`src/common/sts_pkg.sv`:
```
package sts_pkg;

  // Command codes
  localparam logic [7:0] CMD_LIMIT = 8'h62;
  localparam logic [7:0] CMD_ACTION = 8'h63;
  localparam logic [7:0] CMD_TOFF = 8'h64;

  // Linear word layout: mantissa bits below, fixed-zero bits above
  localparam int MANT_W = 7;
  localparam logic [15:0] LIMIT_RST = 16'h0000;
  localparam logic [15:0] TOFF_RST = 16'h0000;

  // Action register fields
  localparam int ACT_SEL_BIT = 7;
  localparam int ACT_RETRY_HI = 5;
  localparam int ACT_RETRY_LO = 3;
  localparam int ACT_DELAY_HI = 2;
  localparam int ACT_DELAY_LO = 0;
  localparam logic [7:0] ACT_RST = 8'hBF;
  localparam logic [2:0] RETRY_NONE = 3'h0;
  localparam logic [2:0] RETRY_ALWAYS = 3'h7;

  // Timing
  localparam int CLK_PERIOD_NS = 20;
  localparam int TICK_PERIOD_NS = 1000000;
  localparam int TICK_CYCLES = (TICK_PERIOD_NS + CLK_PERIOD_NS - 1) / CLK_PERIOD_NS;
  localparam int STUCK_WAIT_S = 4;
  localparam int MS_W = 13;
  localparam logic [MS_W-1:0] STUCK_WAIT_MS = MS_W'(STUCK_WAIT_S * 1000);
  localparam logic [MS_W-1:0] RETRY_RAMPS = MS_W'(7);

  // Bucket table: upper bound of each bucket and its effective time
  localparam int NBKT = 15;
  localparam logic [MANT_W-1:0] BKT_HI [NBKT] = '{
    7'h00, 7'h01, 7'h02, 7'h03, 7'h04, 7'h05, 7'h06, 7'h09,
    7'h0C, 7'h11, 7'h16, 7'h20, 7'h2C, 7'h3E, 7'h56};
  localparam logic [MANT_W-1:0] BKT_MS [NBKT] = '{
    7'h00, 7'h01, 7'h02, 7'h03, 7'h04, 7'h05, 7'h06, 7'h07,
    7'h0A, 7'h0E, 7'h13, 7'h1B, 7'h25, 7'h34, 7'h48};
  localparam logic [MANT_W-1:0] BKT_TOP_MS = 7'h64;

  typedef enum logic [2:0] {
    ST_OFF = 3'b000,
    ST_RAMP = 3'b001,
    ST_ON = 3'b010,
    ST_LATCH = 3'b011,
    ST_RETRY = 3'b100,
    ST_TOFF = 3'b101
  } sts_state_e;

  // Smallest bucket whose upper bound holds the value wins
  function automatic logic [MANT_W-1:0] sts_bucket(input logic [MANT_W-1:0] mant);
    logic [MANT_W-1:0] ms;
    logic hit;
    ms = BKT_TOP_MS;
    hit = 1'b0;
    for (int i = 0; i < NBKT; i++)
    begin
      if (!hit && mant <= BKT_HI[i])
      begin
        ms = BKT_MS[i];
        hit = 1'b1;
      end
    end
    return ms;
  endfunction

endpackage

```
`src/common/sts_tick_if.sv`:
```
`timescale 1ns/1ps
`default_nettype none

interface sts_tick_if;
  logic tick;
  modport src (output tick);
  modport snk (input tick);
endinterface

`default_nettype wire

```
`src/sts_ms_tick.sv`:
```
`timescale 1ns/1ps
`default_nettype none

module sts_ms_tick #(
  parameter int TICK_CYCLES = sts_pkg::TICK_CYCLES
) (
  // Clock and reset
  input wire logic clk_sys,
  input wire logic rst,
  // Millisecond timebase
  sts_tick_if.src tb
);

  localparam int CW = $clog2(TICK_CYCLES + 1);
  localparam logic [CW-1:0] LAST = CW'(TICK_CYCLES - 1);

  logic [CW-1:0] div_r;
  logic tick_r;

  always_ff @(posedge clk_sys)
  begin
    if (rst)
    begin
      div_r <= '0;
      tick_r <= 1'b0;
    end
    else
    begin
      tick_r <= (div_r == LAST);
      div_r <= (div_r == LAST) ? '0 : div_r + CW'(1);
    end
  end

  assign tb.tick = tick_r;

endmodule // sts_ms_tick

`default_nettype wire

```
`src/sts_sequencer.sv`:
```
`timescale 1ns/1ps
`default_nettype none

module sts_sequencer #(
  parameter int TICK_CYCLES = sts_pkg::TICK_CYCLES
) (
  // Clock and reset
  input wire logic clk_sys,
  input wire logic rst,
  // Decoded command port
  input wire logic cmd_valid,
  input wire logic cmd_write,
  input wire logic [7:0] cmd_code,
  input wire logic [15:0] cmd_wdata,
  output logic rsp_valid_r,
  output logic rsp_nack_r,
  output logic [15:0] rsp_rdata_r,
  // Device control
  input wire logic loop_secondary,
  input wire logic clear_faults,
  input wire logic alert_mask,
  input wire logic on_cmd,
  input wire logic vout_above_uv,
  input wire logic [6:0] ramp_ms,
  // Nonvolatile storage
  input wire logic store_default_all,
  input wire logic restore_default_all,
  input wire logic nv_sel_in,
  input wire logic nv_retry_in,
  input wire logic [6:0] nv_toff_in,
  output logic nv_store_r,
  output logic nv_sel_r,
  output logic nv_retry_r,
  output logic [6:0] nv_toff_r,
  // Power stage
  output logic soft_start_r,
  output logic out_en_r,
  output logic ramp_down_r,
  // Status
  output logic status_other_r,
  output logic status_vout_warn_r,
  output logic status_tonmax_r,
  output logic status_comm_r,
  output logic cml_invalid_data_r,
  output logic invalid_command_fault_r,
  output logic smbalert_r
);

  localparam int MW = sts_pkg::MANT_W;
  localparam int MS = sts_pkg::MS_W;

  sts_tick_if tb_if ();

  sts_ms_tick #(.TICK_CYCLES(TICK_CYCLES)) u_tick (
    .clk_sys(clk_sys),
    .rst(rst),
    .tb(tb_if.src)
  );

  ////////////////////////////////////////////////////////////////////////////
  // Command decode

  logic [MW-1:0] limit_mant_r;
  logic [MW-1:0] toff_mant_r;
  logic act_sel_r;
  logic act_retry_r;
  logic ours;
  logic refuse_sec;
  logic wr_ok;
  logic act_wr;
  logic bad_retry;
  logic [2:0] wr_retry;

  assign ours = (cmd_code == sts_pkg::CMD_LIMIT) || (cmd_code == sts_pkg::CMD_ACTION) ||
                (cmd_code == sts_pkg::CMD_TOFF);
  assign refuse_sec = cmd_valid && ours && loop_secondary;
  assign wr_ok = cmd_valid && cmd_write && !loop_secondary;
  assign act_wr = wr_ok && (cmd_code == sts_pkg::CMD_ACTION);
  assign wr_retry = cmd_wdata[sts_pkg::ACT_RETRY_HI:sts_pkg::ACT_RETRY_LO];
  assign bad_retry = act_wr && (wr_retry != sts_pkg::RETRY_NONE) &&
                     (wr_retry != sts_pkg::RETRY_ALWAYS);

  ////////////////////////////////////////////////////////////////////////////
  // Registers

  always_ff @(posedge clk_sys)
  begin
    if (rst)
    begin
      limit_mant_r <= sts_pkg::LIMIT_RST[MW-1:0];
      toff_mant_r <= sts_pkg::TOFF_RST[MW-1:0];
      act_sel_r <= sts_pkg::ACT_RST[sts_pkg::ACT_SEL_BIT];
      act_retry_r <= sts_pkg::ACT_RST[sts_pkg::ACT_RETRY_HI];
    end
    else if (restore_default_all)
    begin
      limit_mant_r <= sts_pkg::LIMIT_RST[MW-1:0];
      toff_mant_r <= nv_toff_in;
      act_sel_r <= nv_sel_in;
      act_retry_r <= nv_retry_in;
    end
    else
    begin
      if (wr_ok && cmd_code == sts_pkg::CMD_LIMIT)
        limit_mant_r <= cmd_wdata[MW-1:0];
      if (wr_ok && cmd_code == sts_pkg::CMD_TOFF)
        toff_mant_r <= cmd_wdata[MW-1:0];
      if (act_wr && !bad_retry)
      begin
        act_sel_r <= cmd_wdata[sts_pkg::ACT_SEL_BIT];
        act_retry_r <= cmd_wdata[sts_pkg::ACT_RETRY_HI];
      end
    end
  end

  // Upper bits are wired to zero, so no write can reach them
  logic [15:0] rd_mux;
  always_comb
  begin
    rd_mux = 16'h0000;
    case (cmd_code)
      sts_pkg::CMD_LIMIT: rd_mux[MW-1:0] = limit_mant_r;
      sts_pkg::CMD_TOFF: rd_mux[MW-1:0] = toff_mant_r;
      sts_pkg::CMD_ACTION:
      begin
        rd_mux[sts_pkg::ACT_SEL_BIT] = act_sel_r;
        rd_mux[sts_pkg::ACT_RETRY_HI:sts_pkg::ACT_RETRY_LO] = {3{act_retry_r}};
        rd_mux[sts_pkg::ACT_DELAY_HI:sts_pkg::ACT_DELAY_LO] = {3{act_retry_r}};
      end
      default: rd_mux = 16'h0000;
    endcase
  end

  always_ff @(posedge clk_sys)
  begin
    if (rst)
    begin
      rsp_valid_r <= 1'b0;
      rsp_nack_r <= 1'b0;
      rsp_rdata_r <= 16'h0000;
    end
    else
    begin
      rsp_valid_r <= cmd_valid;
      rsp_nack_r <= cmd_valid && (!ours || loop_secondary || bad_retry);
      rsp_rdata_r <= (cmd_valid && ours && !loop_secondary && !cmd_write) ? rd_mux : 16'h0000;
    end
  end

  // Nonvolatile image: select bit, a single retry bit and the off-time mantissa
  always_ff @(posedge clk_sys)
  begin
    if (rst)
    begin
      nv_store_r <= 1'b0;
      nv_sel_r <= 1'b0;
      nv_retry_r <= 1'b0;
      nv_toff_r <= 7'h00;
    end
    else
    begin
      nv_store_r <= store_default_all;
      if (store_default_all)
      begin
        nv_sel_r <= act_sel_r;
        nv_retry_r <= act_retry_r;
        nv_toff_r <= toff_mant_r;
      end
    end
  end

  ////////////////////////////////////////////////////////////////////////////
  // Sequencer

  sts_pkg::sts_state_e state_r;
  sts_pkg::sts_state_e state_nxt;
  logic [MS-1:0] ms_cnt_r;
  logic [MW-1:0] limit_ms;
  logic [MW-1:0] toff_ms;
  logic [MS-1:0] deadline;
  logic timeout;

  assign limit_ms = sts_pkg::sts_bucket(limit_mant_r);
  assign toff_ms = sts_pkg::sts_bucket(toff_mant_r);
  // Limit below the ramp time falls back to the long stuck-ramp wait
  assign deadline = (limit_ms >= ramp_ms) ? MS'(limit_ms) :
                    MS'(ramp_ms) + sts_pkg::STUCK_WAIT_MS;
  assign timeout = (state_r == sts_pkg::ST_RAMP) && on_cmd && !vout_above_uv &&
                   (limit_mant_r != '0) && (ms_cnt_r > deadline);

  always_comb
  begin
    state_nxt = state_r;
    case (state_r)
      sts_pkg::ST_OFF:
        if (on_cmd)
          state_nxt = sts_pkg::ST_RAMP;
      sts_pkg::ST_RAMP:
        if (!on_cmd)
          state_nxt = sts_pkg::ST_TOFF;
        else if (vout_above_uv)
          state_nxt = sts_pkg::ST_ON;
        else if (timeout)
          state_nxt = !act_sel_r ? sts_pkg::ST_ON :
                      (act_retry_r ? sts_pkg::ST_RETRY : sts_pkg::ST_LATCH);
      sts_pkg::ST_ON:
        if (!on_cmd)
          state_nxt = sts_pkg::ST_TOFF;
      sts_pkg::ST_LATCH:
        if (clear_faults)
          state_nxt = sts_pkg::ST_OFF;
      sts_pkg::ST_RETRY:
        if (!on_cmd)
          state_nxt = sts_pkg::ST_OFF;
        else if (ms_cnt_r > MS'(ramp_ms) * sts_pkg::RETRY_RAMPS)
          state_nxt = sts_pkg::ST_RAMP;
      sts_pkg::ST_TOFF:
        if (ms_cnt_r > MS'(toff_ms))
          state_nxt = sts_pkg::ST_OFF;
      default: state_nxt = sts_pkg::ST_OFF;
    endcase
  end

  always_ff @(posedge clk_sys)
  begin
    if (rst)
      state_r <= sts_pkg::ST_OFF;
    else
      state_r <= state_nxt;
  end

  // Restarts on state change; first tick is partial, so compares are strict and no wait ends early
  always_ff @(posedge clk_sys)
  begin
    if (rst || state_nxt != state_r)
      ms_cnt_r <= '0;
    else if (tb_if.tick && ms_cnt_r != '1)
      ms_cnt_r <= ms_cnt_r + MS'(1);
  end

  always_ff @(posedge clk_sys)
  begin
    if (rst)
    begin
      soft_start_r <= 1'b0;
      out_en_r <= 1'b0;
      ramp_down_r <= 1'b0;
    end
    else
    begin
      soft_start_r <= (state_nxt == sts_pkg::ST_RAMP);
      out_en_r <= (state_nxt == sts_pkg::ST_RAMP) || (state_nxt == sts_pkg::ST_ON) ||
                  (state_nxt == sts_pkg::ST_TOFF);
      ramp_down_r <= (state_r == sts_pkg::ST_TOFF) && (state_nxt == sts_pkg::ST_OFF);
    end
  end

  ////////////////////////////////////////////////////////////////////////////
  // Status flags: set wins over clear

  always_ff @(posedge clk_sys)
  begin
    if (rst)
    begin
      status_other_r <= 1'b0;
      status_vout_warn_r <= 1'b0;
      status_tonmax_r <= 1'b0;
      status_comm_r <= 1'b0;
      cml_invalid_data_r <= 1'b0;
      invalid_command_fault_r <= 1'b0;
      smbalert_r <= 1'b0;
    end
    else
    begin
      status_other_r <= timeout || (status_other_r && !clear_faults);
      status_vout_warn_r <= timeout || (status_vout_warn_r && !clear_faults);
      status_tonmax_r <= timeout || (status_tonmax_r && !clear_faults);
      status_comm_r <= bad_retry || refuse_sec || (status_comm_r && !clear_faults);
      cml_invalid_data_r <= bad_retry || (cml_invalid_data_r && !clear_faults);
      invalid_command_fault_r <= refuse_sec || (invalid_command_fault_r && !clear_faults);
      smbalert_r <= (!alert_mask && (timeout || bad_retry || refuse_sec)) ||
                    (smbalert_r && !clear_faults);
    end
  end

  ////////////////////////////////////////////////////////////////////////////
  // Checks

  a_limit_upper_zero: assert property (@(posedge clk_sys) disable iff (rst)
    (cmd_valid && !cmd_write && cmd_code == sts_pkg::CMD_LIMIT) |=> (rsp_rdata_r[15:MW] == '0))
    else $error("limit upper bits not zero");

  a_delay_mirror: assert property (@(posedge clk_sys) disable iff (rst)
    (cmd_valid && !cmd_write && !loop_secondary && cmd_code == sts_pkg::CMD_ACTION)
    |=> (rsp_rdata_r[2:0] == {3{rsp_rdata_r[5]}}) && (rsp_rdata_r[5:3] == {3{rsp_rdata_r[5]}}))
    else $error("delay field not a copy of retry bit");

  a_bad_retry_flags: assert property (@(posedge clk_sys) disable iff (rst)
    (bad_retry && !clear_faults && !restore_default_all) |=> rsp_nack_r && status_comm_r && cml_invalid_data_r &&
    $stable(act_retry_r))
    else $error("bad retry value not rejected");

  a_secondary_refuse: assert property (@(posedge clk_sys) disable iff (rst)
    (refuse_sec && !clear_faults && !restore_default_all) |=> rsp_nack_r &&
    invalid_command_fault_r && $stable(limit_mant_r) && $stable(toff_mant_r))
    else $error("secondary access not refused");

  a_restore_limit: assert property (@(posedge clk_sys) disable iff (rst)
    restore_default_all |=> (limit_mant_r == '0) && !timeout)
    else $error("restore did not clear limit");

  a_timeout_status: assert property (@(posedge clk_sys) disable iff (rst)
    (timeout && !clear_faults) |=> status_other_r && status_vout_warn_r && status_tonmax_r &&
    (smbalert_r || $past(alert_mask)))
    else $error("timeout status missing");

  a_ignore_runs: assert property (@(posedge clk_sys) disable iff (rst)
    (timeout && !act_sel_r) |=> (state_r == sts_pkg::ST_ON) ##1 out_en_r)
    else $error("ignore mode stopped output");

  a_latch_off: assert property (@(posedge clk_sys) disable iff (rst)
    (timeout && act_sel_r && !act_retry_r) |=> (state_r == sts_pkg::ST_LATCH) ##1 !out_en_r)
    else $error("latch-off not entered");

  a_store_image: assert property (@(posedge clk_sys) disable iff (rst)
    store_default_all |=> nv_store_r && (nv_retry_r == $past(act_retry_r)) &&
    (nv_sel_r == $past(act_sel_r)))
    else $error("stored image wrong");

endmodule // sts_sequencer

`default_nettype wire

```
`config.mk`:
```
export PLATFORM = sky130hd
export DESIGN_NAME = sts_sequencer
export DESIGN_NICKNAME = d
export VERILOG_FILES = /design/src/common/sts_pkg.sv /design/src/common/sts_tick_if.sv /design/src/sts_ms_tick.sv /design/src/sts_sequencer.sv
export SDC_FILE = /design/constraint.sdc
export NUM_CORES = 1
export LEC_CHECK = 0
export BUFFER_PORTS_ARGS = -buffer_cell sky130_fd_sc_hd__buf_2
export CAP_MARGIN = 10
export CORE_ASPECT_RATIO = 1.2
export CORE_MARGIN = 2
export CORE_UTILIZATION = 62
export CTS_CLUSTER_DIAMETER = 100
export DETAILED_ROUTE_END_ITERATION = 16
export MAX_ROUTING_LAYER = met4
export PLACE_DENSITY = 0.87
export SYNTH_ARGS = -nofsm -noshare
export SYNTH_HDL_FRONTEND = slang
export SYNTH_SLANG_ARGS = --single-unit
```
`constraint.sdc`:
```
create_clock -name clk_sys -period 9.61 [get_ports clk_sys]
set_input_delay 1.922 -clock clk_sys [delete_from_list [all_inputs] [get_ports clk_sys]]
set_output_delay 1.922 -clock clk_sys [all_outputs]
set_load 0.01 [all_outputs]
```
=== After elaboration in Yosys (flattened, before gate mapping) ===
Cells that the tools add are included.

* Output and inout bits: 38
* Bits of input ports: 51
* Bits in registers: 87

* Reductions and logical operators: 117
* $add $sub $neg: 3
* Order comparisons: 34
* $mul: 1
* Mux-type cells: 79
* Equal/unequal tests: 15
* Bitwise gates (word level): 2

{| class="wikitable"
|+ Operators by type and width
! cell !! number
|-
| 2-to-1 mux 7 bit || 32
|-
| logical AND 1 bit || 55
|-
| less-or-equal comparator 7 x 3 -> 1 bit (second input constant) || 6
|-
| less-or-equal comparator 7 x 6 -> 1 bit (second input constant) || 6
|-
| logical NOT 1 bit || 35
|-
| 2-to-1 mux 3 bit || 11
|-
| 2-to-1 mux 1 bit || 32
|-
| less-or-equal comparator 7 x 1 -> 1 bit (second input constant) || 4
|-
| less-or-equal comparator 7 x 2 -> 1 bit (second input constant) || 4
|-
| less-or-equal comparator 7 x 4 -> 1 bit (second input constant) || 4
|-
| less-or-equal comparator 7 x 5 -> 1 bit (second input constant) || 4
|-
| == test 8 x 7 -> 1 bit (second input constant) || 3
|-
| case mux 3 bit (6 select lines) || 1
|-
| case mux 6 bit (3 select lines) || 1
|-
| logical OR 1 bit || 17
|-
| adder 16 x 1 -> 16 bit (second input constant) || 1
|-
| == test 16 bit (second input constant) || 1
|-
| less-or-equal comparator 7 bit (second input constant) || 2
|-
| adder 13 x 1 -> 13 bit (second input constant) || 1
|-
| adder 7 x 12 -> 13 bit (second input constant) || 1
|-
| > comparator 13 x 10 -> 1 bit || 1
|-
| > comparator 13 bit || 1
|-
| > comparator 13 x 7 -> 1 bit || 1
|-
| 2-to-1 mux 13 bit || 1
|-
| other kinds (16) || 26
|}

=== Longest topological paths before layout ===
Gate-level depths: netlist (run 1).

* Depth after elaboration: 55
* Depth in mapped cells: 23
* Depth with buffers taken out: 22

=== By module ===
Synthesis (run 1) repeated with hierarchy kept, for this count alone.

* Cell total of the unflattened synthesis: 646
* Area, all modules: 5371.4 um^2

{| class="wikitable"
|+ By module, submodules not included
! module !! sequential area each (um^2) !! cells each !! area an instance (um^2) !! times used
|-
| sts_sequencer || 1241.2 || 564 || 4583.1 || 1
|-
| sts_ms_tick || 340.3 || 82 || 788.3 || 1
|}

=== Worst setup path after synthesis (run 1) ===
OpenSTA, ideal clock, no wires.

* Kind: input to register
* From: input port ramp_ms[0]
* To: register ms_cnt_r[3]
* Setup time: 0.078 ns
* Slack: 4.119 ns
* Required time: 9.532 ns
* Buffers on the path: 1
* Arrival: 5.413 ns
* Stages on the path: 18
* Cell sequence: fa_1 > ha_1 > fa_1 > a21oi_1 > nor2_1 > nor2_1 > o21bai_1 > a21oi_1 > xor2_1 > ha_1 > and3_1 > a221oi_1 > o21ai_0 > or2_2 > o221ai_2 > nand3b_4 > buf_6 > nor3_1

* Cells in the longest elaborated chain, start to end: 10
* Elaborated cells on any way between the ends: 15

{| class="wikitable"
|+ RTL lines
! item !! RTL line !! RTL
|-
| from (decl) || sts_sequencer.sv:24 || <nowiki>input wire logic [6:0] ramp_ms,</nowiki>
|-
| parallel branches: the longest is 7 deep, another holds > comparator 13 x 10 -> 1 bit || - ||
|-
| case mux 3 bit (6 select lines) (*) || sts_sequencer.sv:194 || <nowiki>case (state_r)</nowiki>
|-
| != test 3 bit (*) || sts_sequencer.sv:235 || <nowiki>if (rst || state_nxt != state_r)</nowiki>
|-
| logical OR 1 bit (*) || sts_sequencer.sv:235 ||
|-
| to (signal assigned) || sts_sequencer.sv:238 || <nowiki>ms_cnt_r <= ms_cnt_r + MS'(1);</nowiki>
|-
| to (decl) || sts_sequencer.sv:177 || <nowiki>logic [MS-1:0] ms_cnt_r;</nowiki>
|}

Mark *: on every way between the ends.
A chain may end at the register's enable or synchronous reset.

=== Final worst setup path (run 1) ===
* From: register limit_mant_r[2]
* To: register ms_cnt_r[12]

* Cells in the longest elaborated chain, start to end: 54
* Elaborated cells on any way between the ends: 84

{| class="wikitable"
|+ RTL lines
! item !! RTL line !! RTL
|-
| from (decl) || sts_sequencer.sv:63 || <nowiki>logic [MW-1:0] limit_mant_r;</nowiki>
|-
| from (signal assigned) || sts_sequencer.sv:90 || <nowiki>limit_mant_r <= sts_pkg::LIMIT_RST[MW-1:0];</nowiki>
|-
| from (signal assigned) || sts_sequencer.sv:97 || <nowiki>limit_mant_r <= sts_pkg::LIMIT_RST[MW-1:0];</nowiki>
|-
| from (signal assigned) || sts_sequencer.sv:105 || <nowiki>limit_mant_r <= cmd_wdata[MW-1:0];</nowiki>
|-
| less-or-equal comparator 7 x 1 -> 1 bit || sts_pkg.sv:59 || <nowiki>if (!hit && mant <= BKT_HI[i])</nowiki>
|-
| 2-to-1 mux 1 bit || sts_pkg.sv:59 ||
|-
| logical NOT 1 bit || sts_pkg.sv:59 ||
|-
| logical AND 1 bit || sts_pkg.sv:59 ||
|-
| 2-to-1 mux 1 bit || sts_pkg.sv:59 ||
|-
| logical NOT 1 bit || sts_pkg.sv:59 ||
|-
| logical AND 1 bit || sts_pkg.sv:59 ||
|-
| 2-to-1 mux 1 bit || sts_pkg.sv:59 ||
|-
| [38 not listed] || - ||
|-
| > comparator 13 bit || sts_sequencer.sv:189 || <nowiki>(limit_mant_r != '0) && (ms_cnt_r > deadline);</nowiki>
|-
| logical AND 1 bit (*) || sts_sequencer.sv:189 ||
|-
| 2-to-1 mux 3 bit (*) || sts_sequencer.sv:203 || <nowiki>else if (timeout)</nowiki>
|-
| 2-to-1 mux 3 bit (*) || sts_sequencer.sv:201 || <nowiki>else if (vout_above_uv)</nowiki>
|-
| 2-to-1 mux 3 bit (*) || sts_sequencer.sv:199 || <nowiki>if (!on_cmd)</nowiki>
|-
| case mux 3 bit (6 select lines) (*) || sts_sequencer.sv:194 ||
|-
| != test 3 bit (*) || sts_sequencer.sv:235 ||
|-
| logical OR 1 bit (*) || sts_sequencer.sv:235 ||
|}

Every way passes the cells marked *; elsewhere a longest branch is shown, timed or not.

==> results.md, run 1 <==
- 5420 um2 — netlist area before placement
- 1580 um2 — Sequential cell area
- 0 — Setup-failing EPs final
- 9 — clock buffers created by TritonCTS
- 1 — WHS Path Cells
- 63.2% — final cycle utilization of the critical path
- 89 — I/O pins
- 72 — input/output buffers
- 9830 ps — worst path required time
- 9350 um — HPWL after detailed placement
- false — unrepaired setup endpoints after global routing
- 465 ps — worst hold margin
- 38 — largest net degree at the start of global routing
- 987 ps — Least-Margin Pin Slew
- register — Setup crit start kind
- 6070 ps — fin crit period
- sky130_fd_sc_hd__clkbuf_8 — cell at the root of the clock tree
- 0.165 GHz — highest achievable clock rate
- 0 — # DRC
- 12700 um — final routed wirelength across all metal layers
- register — Worst Setup End Kind
- 79 — Seq cells post-synth
- 0 — final hold viol count
- 16.7% — layout cells sized above 1
- 45.6% — Reg power frac
- 228 uW — switching power
- 0 — Synth warnings
- 68 — number of distinct library cells after synthesis
- 6290 ps — Critical Path AT
- 0 — total of hold buffers inserted after clock tree synthesis
- 3 — H-tree depth
- 33.6% — share of power burned in the clock network
- 34.0% — Relative slew margins
- sky130_fd_sc_hd__dfxtp_1 — Synth area leader
- 0 — ANT nets after route
- 0.000122 V — Max IR drop VDD
- done — TritonCTS clock tree
- 0.890 — final weighted congestion in routability-driven placement
- 0 — count of instances resized after the clock tree is built
- 693 — total of fill cells in the finished design
- register to register — Worst Hold Class
- 0 ps — final total negative setup slack
- 539 uW — Int Power
- 21000 um — first-pass GRT wire length
- sky130_fd_sc_hd__dfxtp_1 — predominant post-synthesis flop cell
- 369 — initial drt markers
- finished clean — run status
- 0 — total inserted antenna cells
- 29.8% — switching share of total power
- 0 — total global routing overflow
- 0 — final count of pins violating max slew
- 6.16 ps — clock tree skew after final layout
- 22 — Worst Reg-to-Reg Cells
- 37 — Cell Rows
- 8.25 um2 — synthesized area per cell
- 8520 um2 — area of the placeable core
- 767 uW — sum of internal, switching and leakage power
- 29.2% — share of the synthesized area in the top cell type
- u_tick.div_r[0] — worst hold path endpoint
- 0% — share of flip-flops with an asynchronous set or reset after synthesis
- 15.3 um — mean routed wirelength per cell
- 0 — number of antenna violations at the first check in global routing
- 9.84% — Area Growth Syn to Fin
- 2 — Max Buffers Root-to-Sink
- sky130_fd_sc_hd__dfxtp_1, sky130_fd_sc_hd__ha_1, sky130_fd_sc_hd__a21oi_1, sky130_fd_sc_hd__nor2_1, sky130_fd_sc_hd__nand2_1 — cell types with the largest area share after synthesis
- 812 — final net count
- 89.3 um — floorplan die width
- ms_cnt_r[12] — reg-to-reg critical path endpoint
- 80 ps — clock transition at the registers of the reported paths
- 29.2% — sequential element share of the synthesized area
- 4917 — overall via count from detail_route
- 656 — Post-Syn Instances
- 370 ps — Skew-Pair Late Insertion Delay
- 79 — Sink Count
- 0 — number of max-cap violations
- 63.6% — effective utilization at floorplan
- limit_mant_r[2] — Critical R2R Launch
- 28.4% — global-route total usage across every layer
- 2.59 nW — leak pwr
- register to register — Setup CP Type
- 129 nW/um2 — P per Cell Area
- 0 — Setup Buffers After CTS
- 0 — EDFF count, synth
- 6 — TritonRoute pass-1 iters
- 3540 um2 — multi-input gate area in the final layout
- 106 um — y dimension of the die
- 3540 ps — setup slack on the worst flop-to-flop path
- 4753 — via count of the first global-routing pass
- 13 — critical path fanouts, max
- 20.7% — proportion of power drawn by combinational gates
- 9500 um2 — Total Die Area
- u_tick.div_r[0] — Worst Min Path Start
- 5.94 — routed via count divided by cell count
[metal layers]
metal	share of wire, %	track usage, %
met5	0	-
met4	2.4	10.4
met3	6.7	6.29
met2	50	46.1
met1	41	34.3
[stage by stage]
stage / cells / util, % / setup slack (ps) / cell area (um2)
after detailed placement: 812 / 67.4 / 3320 / 5740
after CTS: 828 / 69.8 / 3560 / 5950
after global placement: 812 / 67.4 / 3490 / 5740
after floorplan: 663 / - / 4120 / 5440
final: 828 / 69.8 / 3540 / 5950
after global routing: 828 / 69.8 / 3000 / 5950
[cell usage in the layout (no fill, tap or decap), drive strengths merged, types with 24 or more instances in the layout]
cell type  netlist  routed
nor3            25      25
buf             16      73
nor2            70      70
ha              48      48
nand2           62      62
inv             29      30
dfxtp           79      79
mux2i           24      24
a21oi           54      54
nand3           27      27
[cells by family (layout without fill, tap and decap cells)]
family,count (synthesis),in the layout,synth area share (%)
adders and majority gates,55,55,13.7
and+or+nand+nor,264,264,25.3
DFF,79,79,29.2
other,1,8,0.0692
xor gates and xnor gates,30,30,4.85
AOI/OAI and AO/OA,128,128,15.3
muxes,29,29,5.55
buffers and inverters,70,118,5.98
[worst max-delay path, stage by stage (launching register included)]
cell	delay, ps
sky130_fd_sc_hd__dfxtp_1	430
sky130_fd_sc_hd__or3_1	420
sky130_fd_sc_hd__or3_1	330
sky130_fd_sc_hd__mux2_2	270
sky130_fd_sc_hd__nor2_1	170
sky130_fd_sc_hd__a21o_1	130
sky130_fd_sc_hd__a311oi_1	60
sky130_fd_sc_hd__ha_1	310
sky130_fd_sc_hd__nand2b_1	90
sky130_fd_sc_hd__a21oi_1	60
sky130_fd_sc_hd__nor2b_1	100
sky130_fd_sc_hd__o21ai_0	80
sky130_fd_sc_hd__o2bb2ai_1	130
sky130_fd_sc_hd__o21ai_1	680
sky130_fd_sc_hd__nand2b_1	310
sky130_fd_sc_hd__ha_1	290
sky130_fd_sc_hd__a211oi_1	240
sky130_fd_sc_hd__nor2_1	90
sky130_fd_sc_hd__nor4_2	440
sky130_fd_sc_hd__nand2_1	150
sky130_fd_sc_hd__o2111a_2	350
sky130_fd_sc_hd__mux2i_2	650
sky130_fd_sc_hd__nor3_1	120
[cell usage after synthesis (all sizes together), types with 6 or more instances]
cell type,n
nand3,27
and4,7
xor2,20
nand2b,7
a21oi,54
a21o,13
or3,7
and3,8
xnor2,10
a22oi,7
dfxtp,79
nand2,62
nor3,25
inv,29
buf,16
clkbuf,25
nor2,70
ha,48
or2,6
o21ai,18
nor2b,11
fa,7
mux2i,24
nand4,15
[state kept, by name (all words and copies together) (netlist names), 3 cells and up]
register      cells
u_tick.div_r     16
toff_mant_r       7
ms_cnt_r         13
rsp_rdata_r       8
state_r           3
nv_toff_r         7
limit_mant_r      7
[layout make-up]
| class | count | share of cell area, % |
|---|---|---|
| Multi-Input combinational cell | 514 | 59.4 |
| Sequential cell | 79 | 26.6 |
| Timing Repair Buffer | 73 | 6.18 |
| Clock buffer | 12 | 2.61 |
| Tap cell | 117 | 2.46 |
| Inverter | 29 | 1.83 |
| Clock inverter | 4 | 0.883 |
[power by group through the flow]
stage | clock network, mW | registers [mW] | logic (mW)
CTS | 0.260 | 0.350 | 0.159
detailed placement | 0 | 0.358 | 0.157
floorplan | 0 | 0.351 | 0.130
global route | 0.271 | 0.352 | 0.179
global placement | 0 | 0.357 | 0.149
finish | 0.258 | 0.350 | 0.159
[worst max path at each step]
| stage | to | start | cells after the start | slack, ps |
|---|---|---|---|---|
| after floorplan | ms_cnt_r[3] | ramp_ms[0] | 18 | 4120 |
| after CTS | ms_cnt_r[12] | limit_mant_r[2] | 22 | 3560 |
| after global placement | ms_cnt_r[12] | ramp_ms[0] | 17 | 3490 |
| after detailed placement | ms_cnt_r[1] | ramp_ms[0] | 17 | 3320 |
| after global routing | ms_cnt_r[1] | limit_mant_r[2] | 22 | 3000 |
| final | ms_cnt_r[12] | limit_mant_r[2] | 22 | 3540 |
Note: power is estimated with default switching activity, not from simulation.
==> run 2, diff against run 1 <==
--- a/config.mk
+++ b/config.mk
@@ -9,11 +9,11 @@
 export CAP_MARGIN = 10
 export CORE_ASPECT_RATIO = 1.2
 export CORE_MARGIN = 2
-export CORE_UTILIZATION = 62
+export CORE_UTILIZATION = 57
 export CTS_CLUSTER_DIAMETER = 100
 export DETAILED_ROUTE_END_ITERATION = 16
 export MAX_ROUTING_LAYER = met4
-export PLACE_DENSITY = 0.87
+export PLACE_DENSITY = 0.81
 export SYNTH_ARGS = -nofsm -noshare
 export SYNTH_HDL_FRONTEND = slang
 export SYNTH_SLANG_ARGS = --single-unit
==> constraint.sdc (replaced) <==
create_clock -name clk_sys -period 6.2 [get_ports clk_sys]
set_input_delay 1.24 -clock clk_sys [delete_from_list [all_inputs] [get_ports clk_sys]]
set_output_delay 1.24 -clock clk_sys [all_outputs]
set_load 0.01 [all_outputs]
==> run 2 against run 1 <==
  * Worst hold slack improved by 3.0 ps
  * Global-route usage down 4.1 points
  * Count of clock-buffer cells in the layout did not move
  * Clock skew is 5.5 ps higher
  * Utilization shrank 4.5 points
  * Combinational power is 57% higher
  * Sequential cell count unchanged
  * Sequential share of layout area down 0.050 points
  * First-iteration DRC count fell by 7.9%
  * Register-to-register slack lost 3000 ps
  * Worst setup slack worse by 3000 ps
  * Design area rose by 0.19%
  * Largest cell class unchanged
  * Highest routed layer unchanged
==> results.md, run 2 (synthesis gave the netlist of run 1 again) <==
- 0 — Setup-failing EPs final
- 0 — total of hold buffers inserted after clock tree synthesis
- 16.9% — layout cells sized above 1
- false — unrepaired setup endpoints after global routing
- 768 — total of fill cells in the finished design
- 29.8% — Relative slew margins
- 23 — Worst Reg-to-Reg Cells
- 1 — Critical path buffers and inverters
- 38 — Cell Rows
- limit_mant_r[2] — Critical R2R Launch
- 3 — H-tree depth
- 0 — total global routing overflow
- 0 — Setup Buffers After CTS
- 9240 um — HPWL after detailed placement
- 16 — number of flip-flops under the largest register name
- 813 — final net count
- 360 ps — Skew-Pair Late Insertion Delay
- 0 — number of max-cap violations
- 340 — initial drt markers
- 13 — critical path fanouts, max
- 93.0 um — floorplan die width
- 0 ps — final total negative setup slack
- 79 — Sink Count
- 10300 um2 — Total Die Area
- ms_cnt_r[0] — reg-to-reg critical path endpoint
- 59.3% — effective utilization at floorplan
- 11.6 ps — clock tree skew after final layout
- 500 ps — setup slack on the worst flop-to-flop path
- 14.8 um — mean routed wirelength per cell
- 503 ps — final setup margin
- 2.59 nW — leak pwr
- 72 — input/output buffers
- 0.000193 V — Max IR drop VDD
- 200 nW/um2 — P per Cell Area
- sky130_fd_sc_hd__o21ai_1 — cell at the slowest stage of the critical path
- 1.19 mW — sum of internal, switching and leakage power
- 5.85 — routed via count divided by cell count
- 12300 um — final routed wirelength across all metal layers
- 0 — number of antenna violations at the first check in global routing
- 2 — WHS Path Cells
- 1050 ps — Least-Margin Pin Slew
- finished clean — run status
- 38 — largest net degree at the start of global routing
- register to register — Worst Hold Class
- 5 — TritonRoute pass-1 iters
- invalid_command_fault_r — worst hold path endpoint
- 0 — total inserted antenna cells
- sky130_fd_sc_hd__clkbuf_8 — cell at the root of the clock tree
- 89 — I/O pins
- 10.1% — Area Growth Syn to Fin
- register — Worst Setup End Kind
- 0 — ANT nets after route
- 0 — final count of pins violating max slew
- 80 ps — clock transition at the registers of the reported paths
- or3_1, or3_1, mux2_2, nor2_1, a21o_1, a311oi_1, ha_1, nand2b_1, a21oi_1, nor2b_1, o21ai_0, o2bb2ai_1, o21ai_1, nand2b_1, ha_1, a211oi_1, nor2_1, nor4_2, nand2_1, o2111a_2, mux2i_2, buf_4, nor3_1 — cells along the critical path
- 6450 ps — worst path required time
- 4865 — overall via count from detail_route
- 2 — Max Buffers Root-to-Sink
- u_tick.div_r: 16 flops, ms_cnt_r: 13 flops, rsp_rdata_r: 8 flops — Largest regs
- 111 um — y dimension of the die
- sky130_fd_sc_hd__dfxtp_1 — most common cell after layout, fill and taps aside
- 690 ps — largest stage delay on the critical path
- 0 — count of instances resized after the clock tree is built
- 0 — # DRC
- 5700 ps — fin crit period
- 4487 — via count of the first global-routing pass
- done — TritonCTS clock tree
- 468 ps — worst hold margin
- invalid_command_fault_r — Worst Min Path Start
- 9130 um2 — area of the placeable core
- 563 ps — worst setup slack after placement
- sky130_fd_sc_hd__dfxtp_1, sky130_fd_sc_hd__buf_2, sky130_fd_sc_hd__nor2_1 — commonest cells after routing, fill and taps aside
- 24.3% — global-route total usage across every layer
- register — Setup crit start kind
- 0 — final hold viol count
- 20200 um — first-pass GRT wire length
- u_tick.div_r — register with the most flip-flops
- 91.9% — final cycle utilization of the critical path
- 0.176 GHz — highest achievable clock rate
- register to register — Setup CP Type
- simple AND/OR/NAND/NOR gates — dominant delay contributor by cell family on the critical path
- 5940 ps — Critical Path AT
- 0.878 — final weighted congestion in routability-driven placement
- 9 — clock buffers created by TritonCTS
run 2: area by class of cell:
type | instances | area [um2] | share of cell area, %
clock buffer | 12 | 155 | 2.60
clock inverter | 4 | 52.6 | 0.882
inverter | 29 | 109 | 1.83
multi-input combinational | 514 | 3540 | 59.3
sequential | 79 | 1580 | 26.5
tap | 120 | 150 | 2.52
timing repair buffer | 74 | 375 | 6.30
run 2: how the worst max path moves through the flow:
stage / from / end / slack, ps / cells after the start
6_report: limit_mant_r[2] / ms_cnt_r[0] / 500 / 23
5_1_grt: limit_mant_r[2] / ms_cnt_r[12] / 10 / 23
4_1_cts: limit_mant_r[2] / ms_cnt_r[0] / 540 / 23
3_5_place_dp: limit_mant_r[2] / ms_cnt_r[5] / 560 / 23
3_3_place_gp: limit_mant_r[2] / ms_cnt_r[12] / 690 / 23
2_1_floorplan: limit_mant_r[2] / ms_cnt_r[4] / 1220 / 23
run 2: layer usage:
layer / up-vias / global-route usage (%) / part of all wire (%)
li1: 2403 / - / -
met1: 2275 / 31.1 / 44
met5: - / - / 0
met3: 28 / 4.42 / 5.7
met4: 0 / 9.51 / 2.3
met2: 159 / 38.1 / 48
run 2: power breakdown:
group | switching (mW) | total, mW | internal, mW
Sequential | 0.0204 | 0.542 | 0.522
Combinational | 0.141 | 0.249 | 0.108
Clock | 0.191 | 0.401 | 0.210
Total | 0.353 | 1.19 | 0.839
run 2: per-stage QoR:
stage          utilization (%)  cell area, um2  instances
6_report                  65.3            5960        832
4_1_cts                   65.3            5960        832
2_1_floorplan                -            5440        663
3_5_place_dp              63.0            5750        816
3_3_place_gp              63.0            5750        816
5_1_grt                   65.3            5960        832
run 2: tightest hold or removal path: stages, from the launching register on:
cell and delay [ps]:
sky130_fd_sc_hd__dfxtp_1 310, sky130_fd_sc_hd__nand2_1 60, sky130_fd_sc_hd__a21oi_1 60
==> run 3, diff against run 2 <==
--- a/config.mk
+++ b/config.mk
@@ -14,6 +14,8 @@
 export DETAILED_ROUTE_END_ITERATION = 16
 export MAX_ROUTING_LAYER = met4
 export PLACE_DENSITY = 0.81
+export RECOVER_POWER = 25
+export SETUP_SLACK_MARGIN = 0.5
 export SYNTH_ARGS = -nofsm -noshare
 export SYNTH_HDL_FRONTEND = slang
 export SYNTH_SLANG_ARGS = --single-unit
==> run 3 against run 2 <==
  * The flow now finishes with violations (max-capacitance violations, max-slew violations)
  * Non-clock buffer count unchanged
  * Design area is 0.36% higher
  * Register-to-register slack improved by 340 ps
  * Sequential share of layout area shrank 0.094 points
  * Cell count unchanged
  * Count of clock-buffer cells in the layout unchanged
  * Via count down 0.47%
  * Routed wire length is 0.68% higher
  * Worst hold slack lost 0.57 ps
  * Critical path depth did not move
  * Sequential power about the same
  * Critical endpoint unchanged
  * Largest power group unchanged
  * Highest routed layer unchanged
==> results.md, run 3 (synthesis gave the netlist of run 1 again) <==
- 0 — ANT nets after route
- 353 uW — switching power
- 0.878 — final weighted congestion in routability-driven placement
- 4487 — via count of the first global-routing pass
- false — unrepaired setup endpoints after global routing
- 9240 um — HPWL after detailed placement
- 1 — number of max-cap violations
- 774 — total of fill cells in the finished design
- 0 — # DRC
- 111 um — y dimension of the die
- sky130_fd_sc_hd__dfxtp_1 — most common cell after layout, fill and taps aside
- 9 — clock buffers created by TritonCTS
- 0 — total global routing overflow
- 86.4% — final cycle utilization of the critical path
- 0.187 GHz — highest achievable clock rate
- 33.6% — share of power burned in the clock network
- 3 — H-tree depth
- 10300 um2 — Total Die Area
- 5 — TritonRoute pass-1 iters
- 16.3% — layout cells sized above 1
- 4842 — overall via count from detail_route
- 20.9% — proportion of power drawn by combinational gates
- 0 — Setup Buffers After CTS
- 16 — number of flip-flops under the largest register name
- 59.3% — effective utilization at floorplan
- max-capacitance violations, max-slew violations — failing checks
- register — Worst Setup End Kind
- 5.82 — routed via count divided by cell count
- 2 — Max Buffers Root-to-Sink
- 29.6% — switching share of total power
- 72 — input/output buffers
- 1530 ps — Least-Margin Pin Slew
- 363 — initial drt markers
- register — Setup crit start kind
- 813 — final net count
- 24.3% — global-route total usage across every layer
- 38 — Cell Rows
- 38 — largest net degree at the start of global routing
- 93.0 um — floorplan die width
- 0 — Setup-failing EPs final
- 0.000193 V — Max IR drop VDD
- sky130_fd_sc_hd__dfxtp_1, sky130_fd_sc_hd__nor2_1, sky130_fd_sc_hd__buf_2 — commonest cells after routing, fill and taps aside
- 10.4% — Area Growth Syn to Fin
- u_tick.div_r — register with the most flip-flops
- 14.9 um — mean routed wirelength per cell
- 3560 um2 — multi-input gate area in the final layout
- 9130 um2 — area of the placeable core
- 89 — I/O pins
- register to register — Worst Hold Class
- 6450 ps — worst path required time
- 2.57 nW — leak pwr
- register to register — Setup CP Type
- 12400 um — final routed wirelength across all metal layers
- 80 ps — clock transition at the registers of the reported paths
- 0 — final hold viol count
- 79 — Sink Count
- 0 — total of hold buffers inserted after clock tree synthesis
- 5610 ps — Critical Path AT
- 12.0 ps — clock tree skew after final layout
- 0 — total inserted antenna cells
- finished with violations — run status
- u_tick.div_r: 16 flops, ms_cnt_r: 13 flops, rsp_rdata_r: 8 flops — Largest regs
- 13 — critical path fanouts, max
- 20200 um — first-pass GRT wire length
- 0 ps — final total negative setup slack
- 38 — final count of pins violating max slew
- 199 nW/um2 — P per Cell Area
- -1.77% — Relative slew margins
- 360 ps — Skew-Pair Late Insertion Delay
- 45.5% — Reg power frac
- 0 — count of instances resized after the clock tree is built
- 65.5% — post-route core utilization
- done — TritonCTS clock tree
- 5360 ps — fin crit period
- 839 uW — Int Power
- sky130_fd_sc_hd__clkbuf_8 — cell at the root of the clock tree
- 1580 um2 — Sequential cell area
- 0 — number of antenna violations at the first check in global routing
run 3: changes by cell type in the layout (fill, tap and decap cells not counted), sizes merged:
| cell | before | now |
|---|---|---|
| buf | 74 | 68 |
| clkbuf | 12 | 18 |
run 3: critical path, stage by stage (launching register included):
cell	delay, ps
sky130_fd_sc_hd__dfxtp_1	440
sky130_fd_sc_hd__or3_1	430
sky130_fd_sc_hd__or3_1	350
sky130_fd_sc_hd__mux2_2	270
sky130_fd_sc_hd__nor2_1	180
sky130_fd_sc_hd__a21o_1	140
sky130_fd_sc_hd__a311oi_1	60
sky130_fd_sc_hd__ha_1	300
sky130_fd_sc_hd__nand2b_1	130
sky130_fd_sc_hd__a21oi_1	140
sky130_fd_sc_hd__nor2b_1	60
sky130_fd_sc_hd__o21ai_0	140
sky130_fd_sc_hd__o2bb2ai_1	200
sky130_fd_sc_hd__o21ai_4	160
sky130_fd_sc_hd__nand2b_1	280
sky130_fd_sc_hd__ha_1	360
sky130_fd_sc_hd__nand4_2	150
sky130_fd_sc_hd__or4_4	560
sky130_fd_sc_hd__a31oi_1	180
sky130_fd_sc_hd__nor2_1	70
sky130_fd_sc_hd__o2111a_2	190
sky130_fd_sc_hd__mux2i_2	140
sky130_fd_sc_hd__buf_4	230
sky130_fd_sc_hd__nor3_1	70
run 3: final timing paths:
| kind | end | cells after the start | slack, ps | start |
|---|---|---|---|---|
| worst max-delay path | ms_cnt_r[0] | 23 | 840 | limit_mant_r[2] |
| worst min-delay path | invalid_command_fault_r | 2 | 470 | invalid_command_fault_r |
| worst max register to register | ms_cnt_r[0] | 23 | 840 | limit_mant_r[2] |
| worst min register to register | invalid_command_fault_r | 2 | 470 | invalid_command_fault_r |
run 3: metal layers:
layer	vias to the layer above	wire length [um]	global-route usage [%]
li1	2396	-	-
met1	2253	5390	31.1
met2	163	5960	38.1
met3	30	708	4.42
met4	0	314	9.51
met5	-	0	-
run 3: layout make-up:
type / count / area share, %
clock buffers: 12 / 2.59
well taps: 120 / 2.51
inverters: 29 / 1.82
clock inverters: 4 / 0.879
multi-input cells: 514 / 59.6
flip-flops and latches: 79 / 26.4
repair buffers: 74 / 6.15
run 3: stage by stage:
step	setup WS [ps]	total power, mW	hold slack [ps]	instances	cell area [um2]
after floorplan	1220	0.745	426	663	5440
after global placement	691	0.789	437	816	5750
after detailed placement	563	0.802	459	816	5750
after CTS	543	1.20	471	832	5960
after global routing	505	1.25	487	832	5980
final	842	1.19	467	832	5980
run 3: power by group through the flow:
stage / Clock, mW / Combinational [mW] / Sequential, mW
global placement: 0 / 0.236 / 0.553
floorplan: 0 / 0.201 / 0.544
CTS: 0.405 / 0.250 / 0.542
detailed placement: 0 / 0.248 / 0.554
finish: 0.401 / 0.249 / 0.542
global route: 0.425 / 0.282 / 0.545
